$ cat src/edtd_params.svh
`ifndef EDTD_PARAMS_SVH
`define EDTD_PARAMS_SVH
`define EDTD_RECORD_CODE 8'h09
`define EDTD_END_MARK 8'hFF
`define EDTD_CONT_BIT 7
`define EDTD_LOC_BIT 2
`define EDTD_WIDE_BIT 3
`define EDTD_PS_64M 2'h0
`define EDTD_PS_32M 2'h1
`define EDTD_PS_16M 2'h2
`define EDTD_PS_RSVD 2'h3
`define EDTD_CODE_EXT 3'h7
`define EDTD_UNIT_SHIFT0 5'h09
`define EDTD_PAGE_SHIFT 6'h1A
`define EDTD_RST_BYTE 8'h00
`endif

$ cat src/edtd_pkg.sv
package edtd_pkg;
    typedef struct packed {
        logic [1:0] page_size;
        logic addr_src_cfg;
        logic [4:0] ext_bits;
        logic [3:0] ext_regs;
        logic valid;
    } edtd_paging_t;
    typedef struct packed {
        logic [7:0] id_byte;
        logic [15:0] multiplier;
        logic [4:0] units_m1;
        logic [2:0] size_code;
        logic [47:0] size_bytes;
    } edtd_entry_t;
endpackage

$ cat src/edtd_size_calc.sv
`timescale 1ns/1ns
`include "edtd_params.svh"
module edtd_size_calc (
    input wire logic [15:0] mult_in, // Page multiplier
    input wire logic [7:0] size_byte_in, // Single or final size byte
    output logic [47:0] size_out // Size in bytes
);
    logic [47:0] base;
    logic [47:0] units;
    always_comb begin
        // Unit = 512 bytes times four per code step
        base = 48'h1 << (`EDTD_UNIT_SHIFT0 + {size_byte_in[2:0], 1'b0});
        units = {43'h0, size_byte_in[7:3]} + 48'h1;
        size_out = (48'(mult_in) << `EDTD_PAGE_SHIFT) + units * base;
    end
endmodule // edtd_size_calc

$ cat src/edtd_decoder.sv
`timescale 1ns/1ns
`include "edtd_params.svh"
module edtd_decoder
    import edtd_pkg::*;
(
    input wire logic ref_clk_in, // 50 MHz clock
    input wire logic rst_n_in, // Synchronous reset, active low
    input wire logic start_in, // Begin decoding a record
    input wire logic byte_valid_in, // Record byte present
    input wire logic [7:0] byte_in, // Record byte
    output logic byte_ready_out, // Ready for a byte, high while busy
    output edtd_pkg::edtd_paging_t paging_out, // Decoded paging info
    output edtd_pkg::edtd_entry_t entry_out, // Decoded device entry
    output logic entry_valid_out, // Entry pulse
    output logic done_out, // Record finished, level
    output logic error_out, // Malformed record, sticky
    output logic [7:0] entry_count_out // Entries decoded
);
    import edtd_pkg::*;

    typedef enum logic [9:0] {
        S_IDLE = 10'b0000000001,
        S_CODE = 10'b0000000010,
        S_LINK = 10'b0000000100,
        S_PAGE = 10'b0000001000,
        S_PAGEX = 10'b0000010000,
        S_ID = 10'b0000100000,
        S_SIZE = 10'b0001000000,
        S_MUL0 = 10'b0010000000,
        S_MUL1 = 10'b0100000000,
        S_FINAL = 10'b1000000000
    } edtd_state_t;

    edtd_state_t state_ff, nxt_state;
    logic [7:0] link_ff;
    logic [7:0] offset_ff;
    logic wide_ff;
    logic [15:0] mult_ff;
    logic [7:0] id_ff;
    logic id_more_ff;
    logic done_ff;
    logic error_ff;
    logic entry_valid_ff;
    logic [7:0] count_ff;
    edtd_paging_t paging_ff;
    edtd_entry_t entry_ff;
    logic [47:0] calc_size;
    logic [15:0] calc_mult;
    logic take;
    logic busy;
    logic overrun;
    logic is_ext;

    function automatic logic is_extender(input logic [7:0] b);
        is_extender = (b[2:0] == `EDTD_CODE_EXT) && (b[7:4] == 4'h0);
    endfunction

    function automatic logic [3:0] regs_for(input logic [1:0] ps, input logic loc);
        case (ps)
            `EDTD_PS_64M: regs_for = loc ? 4'h0 : 4'h1;
            `EDTD_PS_32M: regs_for = 4'h3;
            `EDTD_PS_16M: regs_for = 4'hF;
            default: regs_for = 4'h0;
        endcase
    endfunction

    assign busy = (state_ff != S_IDLE);
    assign byte_ready_out = busy;
    assign take = busy && byte_valid_in;
    assign is_ext = is_extender(byte_in);
    // Offset beyond link plus one runs past the record
    assign overrun = (state_ff != S_CODE) && (state_ff != S_LINK)
        && (offset_ff > link_ff + 8'h01);
    assign calc_mult = (state_ff == S_FINAL) ? mult_ff : 16'h0;

    edtd_size_calc u_size (
        .mult_in(calc_mult),
        .size_byte_in(byte_in),
        .size_out(calc_size)
    );

    always_comb begin
        nxt_state = state_ff;
        if (take) begin
            case (state_ff)
                S_CODE: nxt_state = S_LINK;
                S_LINK: nxt_state = S_PAGE;
                S_PAGE, S_PAGEX: begin
                    nxt_state = byte_in[`EDTD_CONT_BIT] ? S_PAGEX : S_ID;
                end
                S_ID: begin
                    // Device ID bytes chain via bit 7 of the extension byte
                    nxt_state = (id_more_ff || byte_in[3:0] == 4'hE) ? S_ID : S_SIZE;
                    if (!id_more_ff && byte_in == `EDTD_END_MARK) begin
                        nxt_state = S_IDLE;
                    end
                end
                S_SIZE: begin
                    if (byte_in == `EDTD_END_MARK) begin
                        nxt_state = S_IDLE;
                    end else if (is_ext) begin
                        nxt_state = S_MUL0;
                    end else begin
                        nxt_state = S_ID;
                    end
                end
                S_MUL0: nxt_state = wide_ff ? S_MUL1 : S_FINAL;
                S_MUL1: nxt_state = S_FINAL;
                S_FINAL: begin
                    nxt_state = (byte_in == `EDTD_END_MARK) ? S_IDLE : S_ID;
                end
                default: nxt_state = S_IDLE;
            endcase
        end
        if (!rst_n_in) begin
            nxt_state = S_IDLE;
        end else if (start_in && !busy) begin
            nxt_state = S_CODE;
        end
    end

    always_ff @(posedge ref_clk_in) begin
        state_ff <= nxt_state;
    end

    always_ff @(posedge ref_clk_in) begin
        if (!rst_n_in || (start_in && !busy)) begin
            offset_ff <= `EDTD_RST_BYTE;
            link_ff <= `EDTD_RST_BYTE;
        end else if (take) begin
            offset_ff <= offset_ff + 8'h01;
            if (state_ff == S_LINK) begin
                link_ff <= byte_in;
            end
        end
    end

    always_ff @(posedge ref_clk_in) begin
        if (!rst_n_in || (start_in && !busy)) begin
            paging_ff <= '0;
        end else if (take && state_ff == S_PAGE) begin
            paging_ff.page_size <= byte_in[1:0];
            paging_ff.addr_src_cfg <= byte_in[`EDTD_LOC_BIT];
            paging_ff.ext_bits <= {1'b0, byte_in[6:3]} + 5'h01;
            paging_ff.ext_regs <= regs_for(byte_in[1:0], byte_in[`EDTD_LOC_BIT]);
            paging_ff.valid <= 1'b1;
        end
    end

    always_ff @(posedge ref_clk_in) begin
        if (!rst_n_in) begin
            id_ff <= `EDTD_RST_BYTE;
            id_more_ff <= 1'b0;
        end else if (take && state_ff == S_ID) begin
            if (!id_more_ff) begin
                id_ff <= byte_in;
            end
            id_more_ff <= (id_more_ff || byte_in[3:0] == 4'hE) ? byte_in[7] : 1'b0;
            if (!id_more_ff && byte_in[3:0] == 4'hE) begin
                id_more_ff <= 1'b1;
            end
        end
    end

    always_ff @(posedge ref_clk_in) begin
        if (!rst_n_in) begin
            wide_ff <= 1'b0;
            mult_ff <= 16'h0;
        end else if (take) begin
            case (state_ff)
                S_SIZE: begin
                    wide_ff <= byte_in[`EDTD_WIDE_BIT];
                    mult_ff <= 16'h0;
                end
                S_MUL0: mult_ff[7:0] <= byte_in;
                S_MUL1: mult_ff[15:8] <= byte_in;
                default: mult_ff <= mult_ff;
            endcase
        end
    end

    always_ff @(posedge ref_clk_in) begin
        if (!rst_n_in) begin
            entry_ff <= '0;
            entry_valid_ff <= 1'b0;
            count_ff <= 8'h00;
        end else begin
            entry_valid_ff <= 1'b0;
            if (start_in && !busy) begin
                count_ff <= 8'h00;
            end
            // End marker entries are dropped, nothing published
            if (take && byte_in != `EDTD_END_MARK && ((state_ff == S_SIZE && !is_ext)
                || state_ff == S_FINAL)) begin
                entry_ff.id_byte <= id_ff;
                entry_ff.multiplier <= calc_mult;
                entry_ff.units_m1 <= byte_in[7:3];
                entry_ff.size_code <= byte_in[2:0];
                entry_ff.size_bytes <= calc_size;
                entry_valid_ff <= 1'b1;
                count_ff <= count_ff + 8'h01;
            end
        end
    end

    always_ff @(posedge ref_clk_in) begin
        if (!rst_n_in || (start_in && !busy)) begin
            done_ff <= 1'b0;
        end else if (take && nxt_state == S_IDLE) begin
            done_ff <= 1'b1;
        end
    end

    always_ff @(posedge ref_clk_in) begin
        if (!rst_n_in || (start_in && !busy)) begin
            error_ff <= 1'b0;
        end else if (take) begin
            case (state_ff)
                S_CODE: begin
                    if (byte_in != `EDTD_RECORD_CODE) begin
                        error_ff <= 1'b1;
                    end
                end
                S_PAGE: begin
                    if (byte_in[1:0] == `EDTD_PS_RSVD) begin
                        error_ff <= 1'b1;
                    end
                    if (byte_in[1:0] != `EDTD_PS_64M && byte_in[`EDTD_LOC_BIT]) begin
                        error_ff <= 1'b1;
                    end
                end
                S_PAGEX: begin
                    if (byte_in[6:0] != 7'h00) begin
                        error_ff <= 1'b1;
                    end
                end
                S_FINAL: begin
                    if (byte_in != `EDTD_END_MARK && byte_in[2:0] == `EDTD_CODE_EXT) begin
                        error_ff <= 1'b1;
                    end
                end
                default: error_ff <= error_ff;
            endcase
            if (overrun) begin
                error_ff <= 1'b1;
            end
        end
    end

    assign paging_out = paging_ff;
    assign entry_out = entry_ff;
    assign entry_valid_out = entry_valid_ff;
    assign done_out = done_ff;
    assign error_out = error_ff;
    assign entry_count_out = count_ff;
endmodule // edtd_decoder

$ cat config.mk
export PLATFORM = sky130hd
export DESIGN_NAME = edtd_decoder
export DESIGN_NICKNAME = d
export VERILOG_FILES = /design/src/edtd_pkg.sv /design/src/edtd_size_calc.sv /design/src/edtd_decoder.sv
export VERILOG_INCLUDE_DIRS = /design/src
export SDC_FILE = /design/constraint.sdc
export NUM_CORES = 1
export LEC_CHECK = 0
export ABC_AREA = 1
export ABC_CLOCK_PERIOD_IN_PS = 4000
export BUFFER_PORTS_ARGS = -buffer_cell sky130_fd_sc_hd__buf_2
export CAP_MARGIN = 40
export CORE_UTILIZATION = 55
export CTS_CLUSTER_DIAMETER = 100
export DETAILED_ROUTE_END_ITERATION = 8
export HOLD_SLACK_MARGIN = 0.15
export PLACE_DENSITY = 0.83
export SYNTH_ARGS = -nofsm -noshare
export SYNTH_HDL_FRONTEND = slang
export SYNTH_HIERARCHICAL = 1
export SYNTH_SLANG_ARGS = --single-unit
$ cat constraint.sdc
create_clock -name ref_clk_in -period 4 [get_ports ref_clk_in]
set_input_delay 0.4 -clock ref_clk_in [delete_from_list [all_inputs] [get_ports ref_clk_in]]
set_output_delay 0.4 -clock ref_clk_in [all_outputs]
set_load 0.05 [all_outputs]
==> results of run 1 <==
==> worst min-delay path: cells and delay by family <==
family | cells | cell delay (ns)
buf+inv | 2 | 0.15
compound gates | 1 | 0.14
simple gates | 1 | 0.05
==> synthesized netlist by cell type (2+ instances only) <==
cell	n	area share
o21bai_1	5	0.0032
conb_1	2	0.00064
or2_2	2	0.0011
nand2_2	20	0.011
nor2_4	2	0.0019
a21oi_1	174	0.074
o21a_1	3	0.0019
nand3_1	65	0.028
nand4_1	8	0.0043
nor3_1	20	0.0085
buf_2	14	0.0060
clkbuf_1	25	0.0080
buf_4	11	0.0070
o22ai_1	2	0.0011
ha_1	140	0.15
a211oi_1	9	0.0058
o21ai_2	2	0.0015
o21ai_0	69	0.029
inv_2	3	0.00096
nand3b_1	4	0.0026
xnor2_1	7	0.0052
o21ai_1	2	0.00085
nor2_1	156	0.050
fa_1	39	0.067
buf_6	5	0.0048
xor2_1	23	0.017
nand2_1	433	0.14
inv_1	260	0.083
nor2_2	9	0.0048
dfxtp_1	155	0.26
nand3_2	6	0.0051
nor4_1	2	0.0011
==> worst max path at each step <==
stage                from       endpoint  slack, ns  depth (start not counted)
2_1_floorplan  byte_in[3]  entry_out[36]      0.004                         22
3_3_place_gp   byte_in[4]  entry_out[40]      -0.24                         20
3_5_place_dp   byte_in[4]  entry_out[35]      -0.29                         23
4_1_cts        byte_in[4]  entry_out[35]       0.13                         23
5_1_grt        byte_in[5]  entry_out[41]       -0.1                         23
6_report       byte_in[4]  entry_out[41]       0.12                         24
==> per-stage QoR <==
stage	setup TNS (ns)	cells	cell area, um2	hold slack, ns
after CTS	0	2179	13600	0.325
after global routing	-0.402	2180	13900	0.354
final	0	2181	13900	0.336
after global placement	-3.63	2146	13100	0.431
after detailed placement	-5.39	2147	13100	0.435
after floorplan	0	1744	11900	0.439
==> sequential cells by signal, indices dropped and copies added (netlist names) <==
| register | flops |
|---|---|
| paging_out | 12 |
| wide_ff | 1 |
| id_more_ff | 1 |
| done_out | 1 |
| id_ff | 8 |
| mult_ff | 16 |
| entry_count_out | 8 |
| entry_valid_out | 1 |
| entry_out | 80 |
| error_out | 1 |
| link_ff | 8 |
| offset_ff | 8 |
| state_ff | 10 |
==> cell type report <==
class                   instances  area [um2]  area share
inverters                     264         993      0.0716
diodes                          2        5.00    0.000361
clock inverters                14         151      0.0109
clock buffers                  18         429      0.0309
multi-input cells            1269        7760       0.559
well taps                     275         344      0.0248
flip-flops and latches        155        3100       0.224
repair buffers                184        1090      0.0788
==> routing by layer <==
layer	global-route usage	routed length [um]	part of all wire	vias to the layer above
met4	0.110	884	0.029	2
met3	0.0414	1360	0.045	61
met2	0.485	14900	0.49	309
met1	0.342	13300	0.44	5124
li1	-	-	-	5716
met5	0	10	0.00033	-
==> where the power goes <==
part	total (uW)	switching, uW	internal [uW]
logic	1110	722	385
registers	1570	14.7	1560
clock network	1610	777	832
==> what timing repair did <==
| action | CTS | global route |
|---|---|---|
| resized for setup | 0 | 45 |
| buffers inserted | 0 | 0 |
| endpoints found under the setup margin | 0 | 25 |
==> cells in the final DEF, fill, tap and decap left out, types with 5 or more instances in the layout <==
master     instances
a211oi_1           9
a21oi_1          162
a21oi_2           13
buf_2            115
buf_4             68
clkbuf_16         17
conb_1            54
dfxtp_1          155
fa_1              39
ha_1             132
ha_4               7
inv_1            258
inv_2              5
inv_6              5
nand2_1          429
nand2_2           24
nand3_1           62
nand3_2            9
nand4_1            8
nor2_1           153
nor2_2            10
nor3_1            16
nor3_2             5
o21ai_0           65
o21ai_1            6
o21bai_1           5
xnor2_1            6
xor2_1            21
==> cell families (layout without fill, tap and decap cells) <==
family | after synthesis | after routing | share of synthesized area
buffers and inverters | 320 | 480 | 0.111
adder cells (fa/ha/maj) | 179 | 179 | 0.216
AO/OA/AOI/OAI | 275 | 275 | 0.126
other | 2 | 56 | 0.000640
flip-flops | 155 | 155 | 0.264
XOR/XNOR | 30 | 30 | 0.0224
AND/OR/NAND/NOR | 731 | 731 | 0.260
==> run_results.csv, run 1 <==
group,metric,value,unit
run_status,status,"complete, no violations",
setup_path,cp.required,4.37,ns
route,drt_first_iter_violations,718,
flow_run,drv_cap,0,
die,initial_core_util,0.560,
synthesis,yosysUniqueCellTypes,47,
route,num_vias,11200,
sta,period_needed,3.88,ns
finish,fin_nets,2082,
placement,place_ws,-0.289,ns
worst_hold_path,hold_path.class,"in2reg",
clock_tree,cts_sinks,155,
setup_path,critPathBufInv,5,
synthesis,ys_async_sr_fraction,0,
setup_path,cp_slowest_cell,"fa_1",
clock_tree,cts_tree,"yes",
finish,area_delta_synth_final,18.2,%
sta,slew-limit-headroom,0.447,
setup_path,rr_startpoint,"state_ff[7]",
sta,fmax,258,MHz
route,firstDrtPassIters,5,
synthesis,ys_warn_count,6,
sta,slew_violations,0,
synthesis,avgSynthCellArea,6.94,um2
finish,utilization,0.662,
worst_hold_path,hold_path_end,"state_ff[1]",
setup_path,crit_chain,"buf_2 > ha_2 > xnor2_2 > buf_4 > nor2_1 > ha_1 > inv_1 > fa_1 > inv_1 > fa_1 > ha_1 > ha_4 > nand2_1 > nor2_4 > nand2_1 > inv_1 > nand2_1 > nand3_2 > nand2_1 > nand2_1 > nand2_1 > nand2_1 > nand2_1 > a21oi_2",
die,die_w,148,um
route,drc,0,
pwr,p_total,4290,uW
synthesis,synth_edf_count,0,
global_route,grt_usage,0.278,
clock_tree,insertion_delay,0.44,ns
setup_path,critical_path_class,"in2reg",
placement,globalplace.congestion,0.934,
placement,numPortBuffers,116,
setup_path,critPathTopFamily,"adder cells",
die,die_y,148,um
die,num_rows,53,
die,fp.coreArea,21000,um2
global_route,grt_remaining_overflow,0,
setup_path,endpoint_kind,"register",
clock_tree,clk_pin_slew_worst_paths,0.07,ns
setup_path,reg2regPathDepth,22,
clock_tree,cts_root_buf,"clkbuf_16",
pwr,ir_worst_vdd,0.295,mV
synthesis,ys_seq_area_frac,0.264,
synthesis,synth.cell_area,11700,um2
sta,finalHoldViolations,0,
route,wire_per_inst,14.0,um
sta,finalCritPeriodShare,0.970,
global_route,antenna_found_initial,2,
die,io_pins,117,
setup_path,start_kind,"primary input",
setup_path,slowest_delay,0.42,ns
pwr,cellPowerDensity,309,nW/um2
synthesis,post_synth_inst_count,1692,
pwr,p_leak,0.00729,uW
die,fp.dieArea,21900,um2
sta,rsz0062_at_grt,"yes",
setup_path,arrival,4.25,ns
synthesis,ys.flop_type,"dfxtp_1",
sta,clock_skew,0.0149,ns
finish,drive_above_1_share,0.161,
placement,hpwl,23000,um
sta,setup_viol,0,
synthesis,ys_ff_latch,155,
clock_tree,cts_buffer_depth,2,
worst_hold_path,hold_depth,4,
worst_hold_path,min-delay-start,"byte_valid_in",
setup_path,path_max_fanout,6,
route,vias_per_cell,5.14,
finish,fillerInstances,1813,
route,ant_nets,0,
setup_path,cp_common_cell,"nand2_1",
global_route,grt_pass1_wl,49200,um
global_route,grt_pass1_vias,10500,
setup_path,r2r-end,"entry_out[35]",
global_route,grt_max_degree,78,
clock_tree,cts_hold_buffers,0,
sta,setup_ws,0.118,ns
clock_tree,h-tree-depth,4,
route,totalWireLength,30400,um
clock_tree,cts-buffers-inserted,17,
setup_path,r2r_slack,0.42,ns
sta,worst_pin_slew,0.824,ns
Power figures use the tool's default switching activity.
==> run 2, diff against run 1 <==
--- a/config.mk
+++ b/config.mk
@@ -6,7 +6,6 @@
 export SDC_FILE = /design/constraint.sdc
 export NUM_CORES = 1
 export LEC_CHECK = 0
-export ABC_AREA = 1
 export ABC_CLOCK_PERIOD_IN_PS = 4000
 export BUFFER_PORTS_ARGS = -buffer_cell sky130_fd_sc_hd__buf_2
 export CAP_MARGIN = 40
==> run_results.csv, run 2 <==
group,metric,value,unit
die,die_y,144,um
finish,fin_nets,1784,
pwr,p_leak,0.00647,uW
finish,layout_common_cells,"nand2_1 (186), dfxtp_1 (155), nor2_1 (124), a21oi_1 (124), buf_4 (111)",
finish,diodes,0,
route,totalWireLength,33600,um
setup_path,crit_start,"byte_in[0]",
synthesis,ys_seq_area_frac,0.278,
finish,drive_above_1_share,0.263,
placement,numPortBuffers,116,
worst_hold_path,hold_depth,3,
synthesis,synth.cell_area,11200,um2
route,vias_per_cell,5.74,
placement,globalplace.congestion,0.933,
finish,layout_commonest_cell,"nand2_1",
clock_tree,cts_hold_buffers,0,
clock_tree,clk_pin_slew_worst_paths,0.07,ns
setup_path,endpoint_kind,"register",
die,die_w,144,um
pwr,ir_worst_vdd,0.313,mV
die,fp.coreArea,19700,um2
die,io_pins,117,
worst_hold_path,hold_path_end,"entry_count_out[0]",
route,firstDrtPassIters,6,
setup_path,rr_startpoint,"state_ff[3]",
pwr,p_total,4190,uW
clock_tree,insertion_delay,0.44,ns
clock_tree,cts_root_buf,"clkbuf_16",
run_status,status,"complete, but fails checks",
flow_run,drv_cap,0,
synthesis,yosysUniqueCellTypes,79,
setup_path,crit_chain,"buf_4 > buf_6 > nand3b_1 > buf_6 > nor2_4 > ha_1 > inv_2 > fa_2 > inv_1 > fa_1 > ha_4 > ha_4 > a21o_1 > nor2_1 > and3_4 > a2111oi_4 > o211ai_4 > a2111oi_4 > or2_1 > o211ai_1 > nand2_1 > a21oi_1",
clock_tree,cts_sinks,155,
worst_hold_path,hold_path.class,"in2reg",
route,drc,0,
pwr,cellPowerDensity,290,nW/um2
synthesis,yosysMostFrequentCell,"nand2_1",
synthesis,synth_top_area_frac,0.278,
global_route,grt_remaining_overflow,0,
synthesis,post_synth_inst_count,1363,
finish,utilization,0.735,
synthesis,avgSynthCellArea,8.19,um2
die,num_rows,51,
sta,slew_violations,0,
setup_path,path_max_fanout,6,
setup_path,arrival,4.82,ns
sta,worst_pin_slew,0.801,ns
global_route,grt_pass1_wl,49400,um
clock_tree,h-tree-depth,4,
clock_tree,cts_buffer_depth,2,
global_route,grt_max_degree,92,
global_route,grt_pass1_vias,10300,
sta,slew-limit-headroom,0.464,
route,drt_first_iter_violations,902,
synthesis,synth_area_leader_cell,"dfxtp_1",
global_route,grt_usage,0.302,
sta,setup_viol,16,
finish,area_delta_synth_final,29.4,%
finish,postLayoutCellArea,14400,um2
setup_path,cp_slowest_cell,"a2111oi_4",
placement,placed_area,13100,um2
sta,setup_ws,-0.513,ns
sta,fmax,222,MHz
finish,largest_register_ffs,80,
sta,period_needed,4.51,ns
sta,finalCritPeriodShare,1.13,
sta,clock_skew,0.00927,ns
sta,rsz0062_at_grt,"yes",
synthesis,ys_warn_count,6,
clock_tree,cts_tree,"yes",
setup_path,critical_path_class,"in2reg",
route,wire_per_inst,17.9,um
placement,hpwl,21900,um
sta,finalHoldViolations,0,
die,initial_core_util,0.568,
synthesis,ys_top_cells_by_area,"dfxtp_1 (28%), ha_1 (16%), fa_1 (7.0%)",
synthesis,synth_edf_count,0,
synthesis,ys_async_sr_fraction,0,
synthesis,ys_ff_latch,155,
setup_path,start_kind,"primary input",
worst_hold_path,min-delay-start,"rst_n_in",
synthesis,synth.cells.most_frequent,"nand2_1 (189), dfxtp_1 (155), ha_1 (140), nor2_1 (140), a21oi_1 (134)",
setup_path,slowest_delay,0.52,ns
setup_path,cp.required,4.31,ns
setup_path,r2r-end,"entry_out[39]",
sta,hold-worst-slack,0.384,ns
die,fp.dieArea,20900,um2
route,num_vias,10700,
setup_path,reg2regPathDepth,18,
synthesis,ys.flop_type,"dfxtp_1",
route,ant_nets,0,
global_route,antenna_found_initial,0,
setup_path,r2r_slack,0.03,ns
run_status,violations,"setup timing",
clock_tree,cts-buffers-inserted,17,
run 2: cell count changes after synthesis, sizes merged, moves of 28 or more:
cell	previous run	this run
inv	264	109
nand2	453	189
o21ai	73	21
nand3	71	43
a21oi	175	135
run 2: worst max-delay path by stage:
stage          depth (start not counted)  slack (ns)       endpoint
6_report                              22       -0.51  entry_out[40]
5_1_grt                               21       -0.65  entry_out[40]
4_1_cts                               22       -0.30  entry_out[39]
3_5_place_dp                          21       -0.90  entry_out[40]
3_3_place_gp                          19       -0.81  entry_out[40]
2_1_floorplan                         22       -0.49  entry_out[39]
run 2: cell families after synthesis:
| family | Yosys count | share of synthesized area |
|---|---|---|
| AOI/OAI and AO/OA | 257 | 0.150 |
| xor gates and xnor gates | 54 | 0.0424 |
| adders and majority gates | 179 | 0.227 |
| buffers and inverters | 195 | 0.0712 |
| DFF | 155 | 0.278 |
| muxes | 20 | 0.0179 |
| other | 2 | 0.000673 |
| and+or+nand+nor | 501 | 0.213 |
run 2: area by class of cell:
class / instances / area (um2)
Timing Repair Buffer: 243 / 1690
Clock buffer: 17 / 425
Clock inverter: 15 / 144
Tap cell: 265 / 332
Fill cell: 1368 / 5210
Inverter: 111 / 418
Sequential cell: 155 / 3100
Multi-Input combinational cell: 1065 / 8330
run 2: routing by layer:
layer / track usage / up-vias / part of all wire
met2: 0.538 / 420 / 0.50
met3: 0.0503 / 137 / 0.046
met5: 0 / - / 0
li1: - / 5054 / -
met4: 0.149 / 0 / 0.050
met1: 0.348 / 5127 / 0.40
run 2: stage by stage:
stage / std cells / worst slack (ns) / setup TNS [ns]
after global routing: 1871 / -0.646 / -7.28
final: 1871 / -0.513 / -4.64
after CTS: 1850 / -0.301 / -2.31
after detailed placement: 1807 / -0.900 / -12.76
after floorplan: 1415 / -0.491 / -3.32
after global placement: 1805 / -0.807 / -10.90
run 2: power by group:
part	internal (uW)	leakage, uW	switching [uW]
combinational	438	0.00495	615
sequential	1550	0.00125	2.62
clock	828	0.000274	757
run 2: worst max-delay path: cells and delay by family:
family / cells / cell delay (ns)
adders and majority gates: 5 / 1.53
and+or+nand+nor: 6 / 0.80
buffers and inverters: 5 / 0.59
AOI/OAI and AO/OA: 6 / 1.47
run 2: timing repair:
| action | 4_1_cts | 5_1_grt |
|---|---|---|
| buffers inserted | 11 | 21 |
| resized for setup | 40 | 79 |
| pin swaps | 43 | 68 |
| setup endpoints to repair | 13 | 21 |
